==> src/rtl/ccrb_pkg.sv <==
// Shared constants for the codec control register bank
package ccrb_pkg;

  localparam int NREG = 12;

  // Register indices into the bank array
  localparam int IDX_TIMEOUT = 0;
  localparam int IDX_IF_CTRL = 1;
  localparam int IDX_RATE_SPLIT = 2;
  localparam int IDX_SAMPLE_RATE = 3;
  localparam int IDX_ADDR_CFG = 4;
  localparam int IDX_PUMP = 5;
  localparam int IDX_MIX_L = 6;
  localparam int IDX_MIX_R = 7;
  localparam int IDX_IO_LEVEL = 8;
  localparam int IDX_GAIN_RAMP = 9;
  localparam int IDX_SYNC = 10;
  localparam int IDX_THRESHOLD = 11;

  // Register offsets, index 0 in the low byte
  localparam logic [NREG-1:0][7:0] REG_OFS = {
    8'h95, 8'h94, 8'h92, 8'h91, 8'h6f, 8'h6e, 8'h47, 8'h1b, 8'h17, 8'h16, 8'h13, 8'h12};
  // Storable bits; reserved positions are never stored and read as zero
  localparam logic [NREG-1:0][7:0] REG_MASK = {
    8'h3f, 8'h03, 8'h03, 8'h01, 8'h80, 8'h80, 8'hb0, 8'h03, 8'h0f, 8'h01, 8'h01, 8'h01};
  // Values after reset and after a soft reset
  localparam logic [NREG-1:0][7:0] REG_RST = {
    8'h0e, 8'h02, 8'h00, 8'h00, 8'h00, 8'h00, 8'h20, 8'h02, 8'h0a, 8'h00, 8'h00, 8'h00};

  // Field positions
  localparam int MIX_EN_BIT = 7;
  localparam int IO_LEVEL_BIT = 0;
  localparam int PUMP_EN_BIT = 7;
  localparam int TRACK_LSB = 4;
  localparam int TRACK_MSB = 5;
  localparam int THRESH_MSB = 5;
  localparam int ADDR_CFG_MSB = 1;
  localparam int TIMEOUT_EN_BIT = 0;
  localparam int SOFT_RESET_BIT = 7;
  localparam int WRITE_MODE_BIT = 0;
  localparam int RATE_SPLIT_BIT = 0;
  localparam int RATE_MSB = 3;
  localparam int RAMP_MSB = 1;
  localparam int SYNC_MSB = 1;

  // Bus stall timeout: time in microseconds, clock in MHz
  localparam int TIMEOUT_US = 43900;
  localparam int CLK_MHZ = 100;
  localparam int TIMEOUT_CYCLES = TIMEOUT_US * CLK_MHZ;
  localparam int TO_W = 23;

  localparam logic [3:0] BITS_PER_BYTE = 4'h8;

  typedef enum logic [3:0] {
    ST_IDLE, ST_DEV_ADDR, ST_DEV_ACK, ST_REG_ADDR, ST_REG_ACK,
    ST_WR_DATA, ST_WR_ACK, ST_RD_DATA, ST_RD_ACK
  } ccrb_state_t;

endpackage : ccrb_pkg

==> src/rtl/ccrb_sync.sv <==
// Three-stage input synchroniser with agreement filter
`timescale 1ns/1ns
module ccrb_sync #(
  parameter int W = 2
) (
  input wire logic clk_in,
  input wire logic rst_n_in,
  input wire logic [W-1:0] async_in,
  output logic [W-1:0] level_out
);

  typedef struct packed {
    logic [W-1:0] s1;
    logic [W-1:0] s2;
    logic [W-1:0] s3;
    logic [W-1:0] filt;
  } ccrb_sync_state_t;

  ccrb_sync_state_t q_r;
  ccrb_sync_state_t q_nxt;

  always_comb begin
    q_nxt = q_r;
    q_nxt.s1 = async_in;
    q_nxt.s2 = q_r.s1;
    q_nxt.s3 = q_r.s2;
    // Take the new level only when stages two and three agree
    q_nxt.filt = (q_r.s2 & q_r.s3) | (q_r.filt & (q_r.s2 ^ q_r.s3));
  end

  // Idle bus lines are high, so start from all ones
  always_ff @(posedge clk_in or negedge rst_n_in) begin
    if (!rst_n_in) begin
      q_r <= '1;
    end else begin
      q_r <= q_nxt;
    end
  end

  assign level_out = q_r.filt;

endmodule : ccrb_sync

==> src/rtl/ccrb_bank.sv <==
// Codec control register bank with its two-wire serial slave
//
// Functional notes
// - Left and right mixer enables at bit 7
// - I/O level select bit 0, reset zero
// - Pump enable from pump control bit 7
// - Pump tracking field bits 5:4, reset 0x2
// - Six-bit half-rail threshold, reset 0xE
// - Threshold applies only for tracking 10, 11
// - Low two slave address bits writable
// - Optional bus timeout near 43.9 ms
// - Writing soft reset restores all defaults
// - Write mode 0 auto-increments register address
// - Write mode 1 takes address per byte
`timescale 1ns/1ns
module ccrb_bank import ccrb_pkg::*; #(
  // Upper five slave address bits; value is arbitrary
  parameter logic [4:0] DEV_ADDR_HI = 5'h0d,
  parameter int TIMEOUT_CYC = TIMEOUT_CYCLES
) (
  input wire logic clk_in,
  input wire logic rst_n_in,
  input wire logic i2c_scl_in,
  input wire logic i2c_sda_in,
  output logic i2c_sda_out,
  output logic i2c_sda_oe_out,
  output logic mix_left_en_out,
  output logic mix_right_en_out,
  output logic io_level_sel_out,
  output logic pump_enable_out,
  output logic [1:0] pump_tracking_select_out,
  output logic [5:0] half_rail_threshold_out,
  output logic half_rail_threshold_active_out,
  output logic rate_split_out,
  output logic [3:0] sample_rate_out,
  output logic [1:0] gain_ramp_out,
  output logic [1:0] sample_sync_out,
  output logic [6:0] slave_addr_out,
  output logic bus_busy_out
);

  typedef struct packed {
    ccrb_state_t st;
    logic scl_q;
    logic sda_q;
    logic [3:0] bit_cnt;
    logic [7:0] shift;
    logic [7:0] ptr;
    logic rd_nw;
    logic nack;
    logic sda_oe;
    logic [TO_W-1:0] to_cnt;
    logic thr_active;
    logic busy;
    logic [NREG-1:0][7:0] regs;
  } ccrb_bank_state_t;

  ccrb_bank_state_t q_r;
  ccrb_bank_state_t q_nxt;

  logic [1:0] pins_f;
  logic scl_f;
  logic sda_f;
  logic scl_rise;
  logic scl_fall;
  logic start_cond;
  logic stop_cond;
  logic [6:0] own_addr;
  logic timeout_hit;
  logic [7:0] rd_byte;

  ccrb_sync #(
    .W(2)
  ) u_sync (
    .clk_in(clk_in),
    .rst_n_in(rst_n_in),
    .async_in({i2c_scl_in, i2c_sda_in}),
    .level_out(pins_f)
  );

  assign scl_f = pins_f[1];
  assign sda_f = pins_f[0];
  assign scl_rise = scl_f & ~q_r.scl_q;
  assign scl_fall = ~scl_f & q_r.scl_q;
  // Both conditions need SCL high on two samples in a row
  assign start_cond = scl_f & q_r.scl_q & q_r.sda_q & ~sda_f;
  assign stop_cond = scl_f & q_r.scl_q & ~q_r.sda_q & sda_f;
  assign own_addr = {DEV_ADDR_HI, q_r.regs[IDX_ADDR_CFG][ADDR_CFG_MSB:0]};
  assign timeout_hit = (q_r.to_cnt == TO_W'(TIMEOUT_CYC - 1));
  // Current pointer's read value, shared by both byte loaders
  assign rd_byte = read_reg(q_r.regs, q_r.ptr);

  // Unmapped offsets and reserved bits read as zero
  function automatic logic [7:0] read_reg(input logic [NREG-1:0][7:0] regs,
                                          input logic [7:0] ofs);
    logic [7:0] val;
    val = 8'h00;
    for (int i = 0; i < NREG; i++) begin
      if (ofs == REG_OFS[i]) begin
        val = regs[i];
      end
    end
    return val;
  endfunction : read_reg

  function automatic logic [NREG-1:0][7:0] write_reg(input logic [NREG-1:0][7:0] regs,
                                                      input logic [7:0] ofs,
                                                      input logic [7:0] data);
    logic [NREG-1:0][7:0] res;
    res = regs;
    for (int i = 0; i < NREG; i++) begin
      if (ofs == REG_OFS[i]) begin
        res[i] = data & REG_MASK[i];
      end
    end
    // Soft reset bit is not stored: it acts and reads back as zero
    if (ofs == REG_OFS[IDX_IF_CTRL] && data[SOFT_RESET_BIT]) begin
      res = REG_RST;
    end
    return res;
  endfunction : write_reg

  always_comb begin
    q_nxt = q_r;
    q_nxt.scl_q = scl_f;
    q_nxt.sda_q = sda_f;

    // Stall counter runs only while a transfer holds the clock low
    // Counter width holds the full default period
    if (q_r.regs[IDX_TIMEOUT][TIMEOUT_EN_BIT] && q_r.st != ST_IDLE && !scl_f) begin
      q_nxt.to_cnt = q_r.to_cnt + TO_W'(1);
    end else begin
      q_nxt.to_cnt = '0;
    end
    if (start_cond) begin
      // Repeated start is taken from any state
      q_nxt.st = ST_DEV_ADDR;
      q_nxt.bit_cnt = 4'h0;
      q_nxt.sda_oe = 1'b0;
    end else if (stop_cond) begin
      q_nxt.st = ST_IDLE;
      q_nxt.sda_oe = 1'b0;
    end else if (q_r.regs[IDX_TIMEOUT][TIMEOUT_EN_BIT] && timeout_hit) begin
      // Abandon the transfer and free the data line
      q_nxt.st = ST_IDLE;
      q_nxt.sda_oe = 1'b0;
      q_nxt.to_cnt = '0;
    end else if (scl_rise) begin
      case (q_r.st)
        ST_DEV_ADDR, ST_REG_ADDR, ST_WR_DATA: begin
          q_nxt.shift = {q_r.shift[6:0], sda_f};
          q_nxt.bit_cnt = q_r.bit_cnt + 4'h1;
        end
        ST_RD_DATA: begin
          q_nxt.bit_cnt = q_r.bit_cnt + 4'h1;
        end
        ST_RD_ACK: begin
          q_nxt.nack = sda_f;
        end
        ST_IDLE, ST_DEV_ACK, ST_REG_ACK, ST_WR_ACK: begin
          // Ack slots and idle shift nothing in
        end
        default: begin
        end
      endcase
    end else if (scl_fall) begin
      case (q_r.st)
        ST_IDLE: begin
          // Off the bus until the next start
          q_nxt.sda_oe = 1'b0;
        end
        ST_DEV_ADDR: begin
          // Byte complete after eight rising edges
          if (q_r.bit_cnt == BITS_PER_BYTE) begin
            if (q_r.shift[7:1] == own_addr) begin
              q_nxt.st = ST_DEV_ACK;
              q_nxt.rd_nw = q_r.shift[0];
              q_nxt.sda_oe = 1'b1;
            end else begin
              // Not ours: stay off the bus until the next start
              q_nxt.st = ST_IDLE;
            end
          end
        end
        ST_DEV_ACK: begin
          q_nxt.bit_cnt = 4'h0;
          if (q_r.rd_nw) begin
            q_nxt.st = ST_RD_DATA;
            q_nxt.shift = {rd_byte[6:0], 1'b0};
            q_nxt.sda_oe = ~rd_byte[7];
          end else begin
            q_nxt.st = ST_REG_ADDR;
            q_nxt.sda_oe = 1'b0;
          end
        end
        ST_REG_ADDR: begin
          if (q_r.bit_cnt == BITS_PER_BYTE) begin
            q_nxt.ptr = q_r.shift;
            q_nxt.st = ST_REG_ACK;
            q_nxt.sda_oe = 1'b1;
          end
        end
        ST_REG_ACK: begin
          // Data phase follows the register address
          q_nxt.st = ST_WR_DATA;
          q_nxt.bit_cnt = 4'h0;
          q_nxt.sda_oe = 1'b0;
        end
        ST_WR_DATA: begin
          // Write lands before the ack, so a later stop cannot lose it
          if (q_r.bit_cnt == BITS_PER_BYTE) begin
            q_nxt.regs = write_reg(q_r.regs, q_r.ptr, q_r.shift);
            if (!q_r.regs[IDX_IF_CTRL][WRITE_MODE_BIT]) begin
              q_nxt.ptr = q_r.ptr + 8'h01;
            end
            q_nxt.st = ST_WR_ACK;
            q_nxt.sda_oe = 1'b1;
          end
        end
        ST_WR_ACK: begin
          q_nxt.bit_cnt = 4'h0;
          q_nxt.sda_oe = 1'b0;
          // Repeat mode expects a fresh address before each data byte
          if (q_r.regs[IDX_IF_CTRL][WRITE_MODE_BIT]) begin
            q_nxt.st = ST_REG_ADDR;
          end else begin
            q_nxt.st = ST_WR_DATA;
          end
        end
        ST_RD_DATA: begin
          if (q_r.bit_cnt == BITS_PER_BYTE) begin
            q_nxt.st = ST_RD_ACK;
            q_nxt.sda_oe = 1'b0;
            q_nxt.ptr = q_r.ptr + 8'h01;
          end else begin
            q_nxt.sda_oe = ~q_r.shift[7];
            q_nxt.shift = {q_r.shift[6:0], 1'b0};
          end
        end
        ST_RD_ACK: begin
          q_nxt.bit_cnt = 4'h0;
          if (q_r.nack) begin
            q_nxt.st = ST_IDLE;
            q_nxt.sda_oe = 1'b0;
          end else begin
            // Master ack asks for the next byte
            q_nxt.st = ST_RD_DATA;
            q_nxt.shift = {rd_byte[6:0], 1'b0};
            q_nxt.sda_oe = ~rd_byte[7];
          end
        end
        default: begin
          q_nxt.sda_oe = 1'b0;
        end
      endcase
    end

    // Tracking codes 10 and 11 both have the upper bit set
    q_nxt.thr_active = q_nxt.regs[IDX_PUMP][TRACK_MSB];
    // Busy kept in a flop so the output comes straight from one
    q_nxt.busy = (q_nxt.st != ST_IDLE);
  end

  always_ff @(posedge clk_in or negedge rst_n_in) begin
    if (!rst_n_in) begin
      q_r.st <= ST_IDLE;
      q_r.scl_q <= 1'b1;
      q_r.sda_q <= 1'b1;
      q_r.bit_cnt <= 4'h0;
      q_r.shift <= 8'h00;
      q_r.ptr <= 8'h00;
      q_r.rd_nw <= 1'b0;
      q_r.nack <= 1'b0;
      q_r.sda_oe <= 1'b0;
      q_r.to_cnt <= '0;
      q_r.thr_active <= REG_RST[IDX_PUMP][TRACK_MSB];
      q_r.busy <= 1'b0;
      q_r.regs <= REG_RST;
    end else begin
      q_r <= q_nxt;
    end
  end

  // Open-drain: the line is only ever pulled low
  assign i2c_sda_out = 1'b0;
  assign i2c_sda_oe_out = q_r.sda_oe;
  // Level outputs come straight from the bank flops
  assign mix_left_en_out = q_r.regs[IDX_MIX_L][MIX_EN_BIT];
  assign mix_right_en_out = q_r.regs[IDX_MIX_R][MIX_EN_BIT];
  assign io_level_sel_out = q_r.regs[IDX_IO_LEVEL][IO_LEVEL_BIT];
  assign pump_enable_out = q_r.regs[IDX_PUMP][PUMP_EN_BIT];
  assign pump_tracking_select_out = q_r.regs[IDX_PUMP][TRACK_MSB:TRACK_LSB];
  assign half_rail_threshold_out = q_r.regs[IDX_THRESHOLD][THRESH_MSB:0];
  assign half_rail_threshold_active_out = q_r.thr_active;
  assign rate_split_out = q_r.regs[IDX_RATE_SPLIT][RATE_SPLIT_BIT];
  assign sample_rate_out = q_r.regs[IDX_SAMPLE_RATE][RATE_MSB:0];
  assign gain_ramp_out = q_r.regs[IDX_GAIN_RAMP][RAMP_MSB:0];
  assign sample_sync_out = q_r.regs[IDX_SYNC][SYNC_MSB:0];
  assign slave_addr_out = {DEV_ADDR_HI, q_r.regs[IDX_ADDR_CFG][ADDR_CFG_MSB:0]};
  assign bus_busy_out = q_r.busy;

endmodule : ccrb_bank

==> config.mk <==
export PLATFORM = sky130hd
export DESIGN_NAME = ccrb_bank
export DESIGN_NICKNAME = d
export VERILOG_FILES = /design/src/rtl/ccrb_pkg.sv /design/src/rtl/ccrb_sync.sv /design/src/rtl/ccrb_bank.sv
export SDC_FILE = /design/constraint.sdc
export NUM_CORES = 1
export LEC_CHECK = 0
export BUFFER_PORTS_ARGS = -buffer_cell sky130_fd_sc_hd__buf_2
export CAP_MARGIN = 20
export CORE_ASPECT_RATIO = 0.8
export CORE_MARGIN = 4
export CORE_UTILIZATION = 53
export DETAILED_ROUTE_END_ITERATION = 8
export GPL_ROUTABILITY_DRIVEN = 1
export GPL_TIMING_DRIVEN = 0
export PLACE_DENSITY = 0.76
export REMOVE_ABC_BUFFERS = 1
export SLEW_MARGIN = 20
export SYNTH_ARGS = -nofsm -noshare
export SYNTH_HDL_FRONTEND = slang
export SYNTH_SLANG_ARGS = --single-unit
==> constraint.sdc <==
create_clock -name clk_in -period 2.9 [get_ports clk_in]
set_clock_uncertainty 0.05 [all_clocks]
set_input_delay 0.58 -clock clk_in [delete_from_list [all_inputs] [get_ports clk_in]]
set_output_delay 0.58 -clock clk_in [all_outputs]
set_load 0.1 [all_outputs]
[Yosys cells after proc, flatten, opt, wreduce, memory -nomap -nowiden]
Cells that the tools add are included.
Cells by class
  $add $sub $neg: 3
  multiply operators: 0
  div/mod/pow operators: 0
  magnitude comparators: 0
  equal/unequal tests: 38
  shifts and indexed selects: 0
  mux-type cells: 78
  bitwise operators: 21
  reductions and logical operators: 47
Operators with widths (number)
  8-bit two-way mux: 32
  8-bit AND reduction: 13
  96-bit two-way mux: 1
  23-bit two-way mux: 4
  4-bit two-way mux: 12
  8-bit one-hot mux with 3 select lines: 2
  22-bit two-way mux: 2
  8-bit by 5-bit == test with 1-bit output (second input constant): 5
  8-bit == test (second input constant): 4
  4-bit one-hot mux with 8 select lines: 1
  2-bit nonzero test: 13
  8-bit by 7-bit == test with 1-bit output (second input constant): 3
  23-bit by 1-bit adder with 23-bit output (second input constant): 1
  23-bit == test (second input constant): 1
  21-bit two-way mux: 1
  4-bit by 3-bit == test with 1-bit output (second input constant): 4
  1-bit two-way mux: 16
  4-bit nonzero test: 4
  5-bit AND reduction: 3
  12-bit two-way mux: 1
  2-bit != test (second input constant): 6
  5-bit != test (second input constant): 2
  1-bit inverter: 10
  10-bit AND reduction: 1
  26 further kinds: 45
Storage, ports and cells
  register bits after elaboration: 157
  bits in latches: 0
  bits in writable memories: 0
  bits in read-only memories: 0
  bits of input ports: 4
  output and inout port bits: 32
  logic and storage cells: 215
  memories: 0

[Depth between registers and ports, before layout]
  word-level depth: 21
  mapped depth: 10
  mapped depth without buffers: 8

[Hierarchy]
A second synthesis with hierarchy kept.
Unflattened totals
  cell total of the unflattened synthesis: 556
  area total of the unflattened synthesis: 5271.3 sq um
Modules (own cells, without submodules)
  ccrb_bank: times used 1, cells each 542, area each 5006.1 sq um, seq. area each 1964.4 sq um
  ccrb_sync: times used 1, cells each 14, area each 265.3 sq um, seq. area each 210.2 sq um

[Worst setup path before layout]
Ideal clock, no wire load.
  path type: reg2reg
  start: register q_r[114] (netlist name)
  end: register q_r[135] (netlist name)
  setup time: 125 ps
  arrival time: 2340 ps
  required time: 2725 ps
  slack: 386 ps
  cell stages (with the launch flop): 8
  path buffers: 2
  period minus slack after synthesis: 2514 ps
  path through: dfrtp_1 -> or4_1 -> or4_4 -> o21a_1 -> buf_6 -> o2111ai_1 -> buf_2 -> mux2_2
Between the ends
  cells in the longest elaborated chain, start to end: 4
Ends and longest elaborated chain
  start: declaration: RTL line ccrb_bank.sv:58  | ccrb_bank_state_t q_r;
  start signal: assignment: RTL line ccrb_bank.sv:280  | q_r <= q_nxt;
  23-bit == test: RTL line ccrb_bank.sv:89  | assign timeout_hit = (q_r.to_cnt == TO_W'(TIMEOUT_CYC - 1));
  1-bit logical AND: RTL line ccrb_bank.sv:143  | end else if (q_r.regs[IDX_TIMEOUT][TIMEOUT_EN_BIT] && timeout_hit) begin
  1-bit inverter (no line)
  9-bit AND reduction (no line)
Every way passes these cells.
A chain may end at the register's enable or synchronous reset.

==> run metrics <==
CTS tree built; Lkg Pwr 2.39 nW; H-tree depth 3; met1 usage 0.345; DRT antenna net count 0; R2R depth 8; Fin Setup TNS 0 ns; critical path cell sequence inv_1 -> ha_4 -> and2b_4 -> nand2_1 -> a221oi_2 -> o22ai_1 -> a22o_1 -> or4_4; RSZ-0062 raised after global routing false; Non-Filler Instances 721; gr usage total 0.231; drt drc 0; PnR worst setup slack 0.138 ns; largest net degree at the start of global routing 52; first-pass GRT wire length 21.6 mm; syn_area_per_cell 8.96 um2; layout cell share with drive strength beyond 1 0.176; routability cong. 0.938; Slew HR 0.396; Global Route met3 Usage 0.0576; Tcrit/Tclk final 0.952; Vias 4517; Hold Vio Cnt, Final 0; Unique masters post-synth 73; clk sink count 86; Final setup viols 0; area of the die 11700 um2; Yosys warnings 0; ys flop type dfrtp_1; Crit-path slowest cell dfstp_2; dpl hpwl 9.22 mm; CTS clock-pin slew for the worst setup and hold paths 0.07 ns; most common cell after layout, fill and taps aside dfrtp_1; HP Class input port to asynchronous set/reset pin; final instance area 5690 um2; Mapped Area 5300 um2; final net count 596; DRT Wirelength 13.2 mm; Worst IR Drop VDD 338 uV; worst-skew pair later-pin latency 0.35 ns; Post-synth EDFFs 0; post-layout util 0.587; most frequent cells in the layout 68 x dfrtp_1, 59 x nor2_1, 53 x o21ai_0; die width 120 um; largest area contributor in the netlist dfrtp_1; maximum clock insertion buffer count 2; Die Y-Extent 97.5 um; fraction of registers with async set/reset 1.00; max-slew violation count 0; Setup CP Type register to register; ANT cells 0; I/O Buffers 29; met2 GRT Util 0.326; final hold slack 0.145 ns; grt ovf 0; vias in the first global route 4288; synthesized instance count 592; crit end category register; Placed Cells incl. Taps 703; top-area cell type share of the netlist area 0.321; I/O pins 36; Wirelength per Cell 18.3 um; status complete, no violations; Root Driver clkbuf_16; Critical Path RT 3.07 ns; Post-Place Worst Slack -0.240 ns; initial cell density of the core 0.547; Initial DRT Pass Iterations 5; Design Power 3.49 mW; num rows 32; slowest stage delay, CP 0.55 ns; Core Footprint 9690 um2; drt initial violations 421; Crit Path Max Fanout 20; Post-Place Cell Area 5310 um2; FMAX 0.362 GHz; max-cap viol count 0; area added between synthesis and finish 7.24%; synthesized flop and latch total 86; crit path time final 2.76 ns; Slew @ Worst Pin 0.903 ns; crit start category register; TritonCTS Buffers 9; gr busiest metal met1; vias per cell 6.26; sequential area share after synthesis 0.410; initial antenna violation count 0; Power per Cell Area 613 nW/um2; signal arrival time at the worst endpoint 2.93 ns; largest cells by area after synthesis dfrtp_1 32%, dfstp_2 8.9%, o21ai_0 5.0%
[registers in the layout (all words and copies together) (netlist names)]
name / count
rate_split_out: 1
half_rail_threshold_out: 6
u_sync.q_nxt: 4
q_r: 53
mix_left_en_out: 1
io_level_sel_out: 1
pump_tracking_select_out: 2
i2c_sda_oe_out: 1
u_sync.level_out: 2
pump_enable_out: 1
u_sync.q_r: 2
gain_ramp_out: 2
bus_busy_out: 1
sample_sync_out: 2
mix_right_en_out: 1
slave_addr_out: 2
sample_rate_out: 4
[final cells by class]
type                       instances  area (um2)
sequential                        86        2170
fill                             864        4000
inverter                          18        67.6
multi-input combinational        432        2780
clock inverter                     7        78.8
timing repair buffer              33         195
clock buffer                       9         225
tap                              136         170
[metal layers]
layer / part of all wire / up-vias
li1: - / 2074
met1: 0.45 / 2216
met2: 0.45 / 203
met3: 0.087 / 24
met4: 0.018 / 0
met5: 0 / -
[cells in the mapped netlist, drive strengths merged, types with 10 or more instances]
cell type and instances:
a21oi 20, a31oi 10, and3 15, buf 35
clkbuf 25, dfrtp 68, dfstp 18, ha 12
inv 18, nand2 46, nand3 30, nor2 61
nor2b 14, o21ai 54, xnor2 12, xor2 10
[cell families after synthesis]
group,count (synthesis),synth area share
AO/OA/AOI/OAI,154,0.195
XOR/XNOR,22,0.0363
adder cells (fa/ha/maj),12,0.0283
buffers and inverters,78,0.0826
flip-flops,86,0.410
multiplexers,9,0.0186
other,2,0.00142
AND/OR/NAND/NOR,229,0.228
[worst max-delay path, delay by kind of cell, from the launching register on]
family                   cells  cell delay (ns)
buffers and inverters        1             0.07
adder cells (fa/ha/maj)      1             0.23
AND/OR/NAND/NOR              3             0.99
flip-flops                   1             0.55
AO/OA/AOI/OAI                3             0.75
[where the power goes]
group          total [mW]  switching, mW  internal (mW)
Combinational       0.782          0.473          0.308
Clock                1.18          0.506          0.678
Sequential           1.52          0.234           1.29
Total                3.49           1.21           2.28
[timing repair]
action	CTS	global route
hold buffers	0	0
gates resized for setup	6	7
buffers inserted	0	2
endpoints found under the setup margin	18	14
[path summary, 6_finish.rpt]
| check | from | end | slack [ns] |
|---|---|---|---|
| min reg2reg | u_sync.q_nxt[5] | u_sync.q_nxt[3] | 0.31 |
| min in group clk_in | i2c_scl_in | u_sync.q_nxt[5] | 0.28 |
| min | rst_n_in | sample_rate_out[2] | 0.14 |
| max in group asynchronous | rst_n_in | u_sync.level_out[0] | 1.98 |
| max reg2reg | q_r[145] | bus_busy_out | 0.14 |
| max | q_r[145] | bus_busy_out | 0.14 |
(Power assumes the default switching activity.)
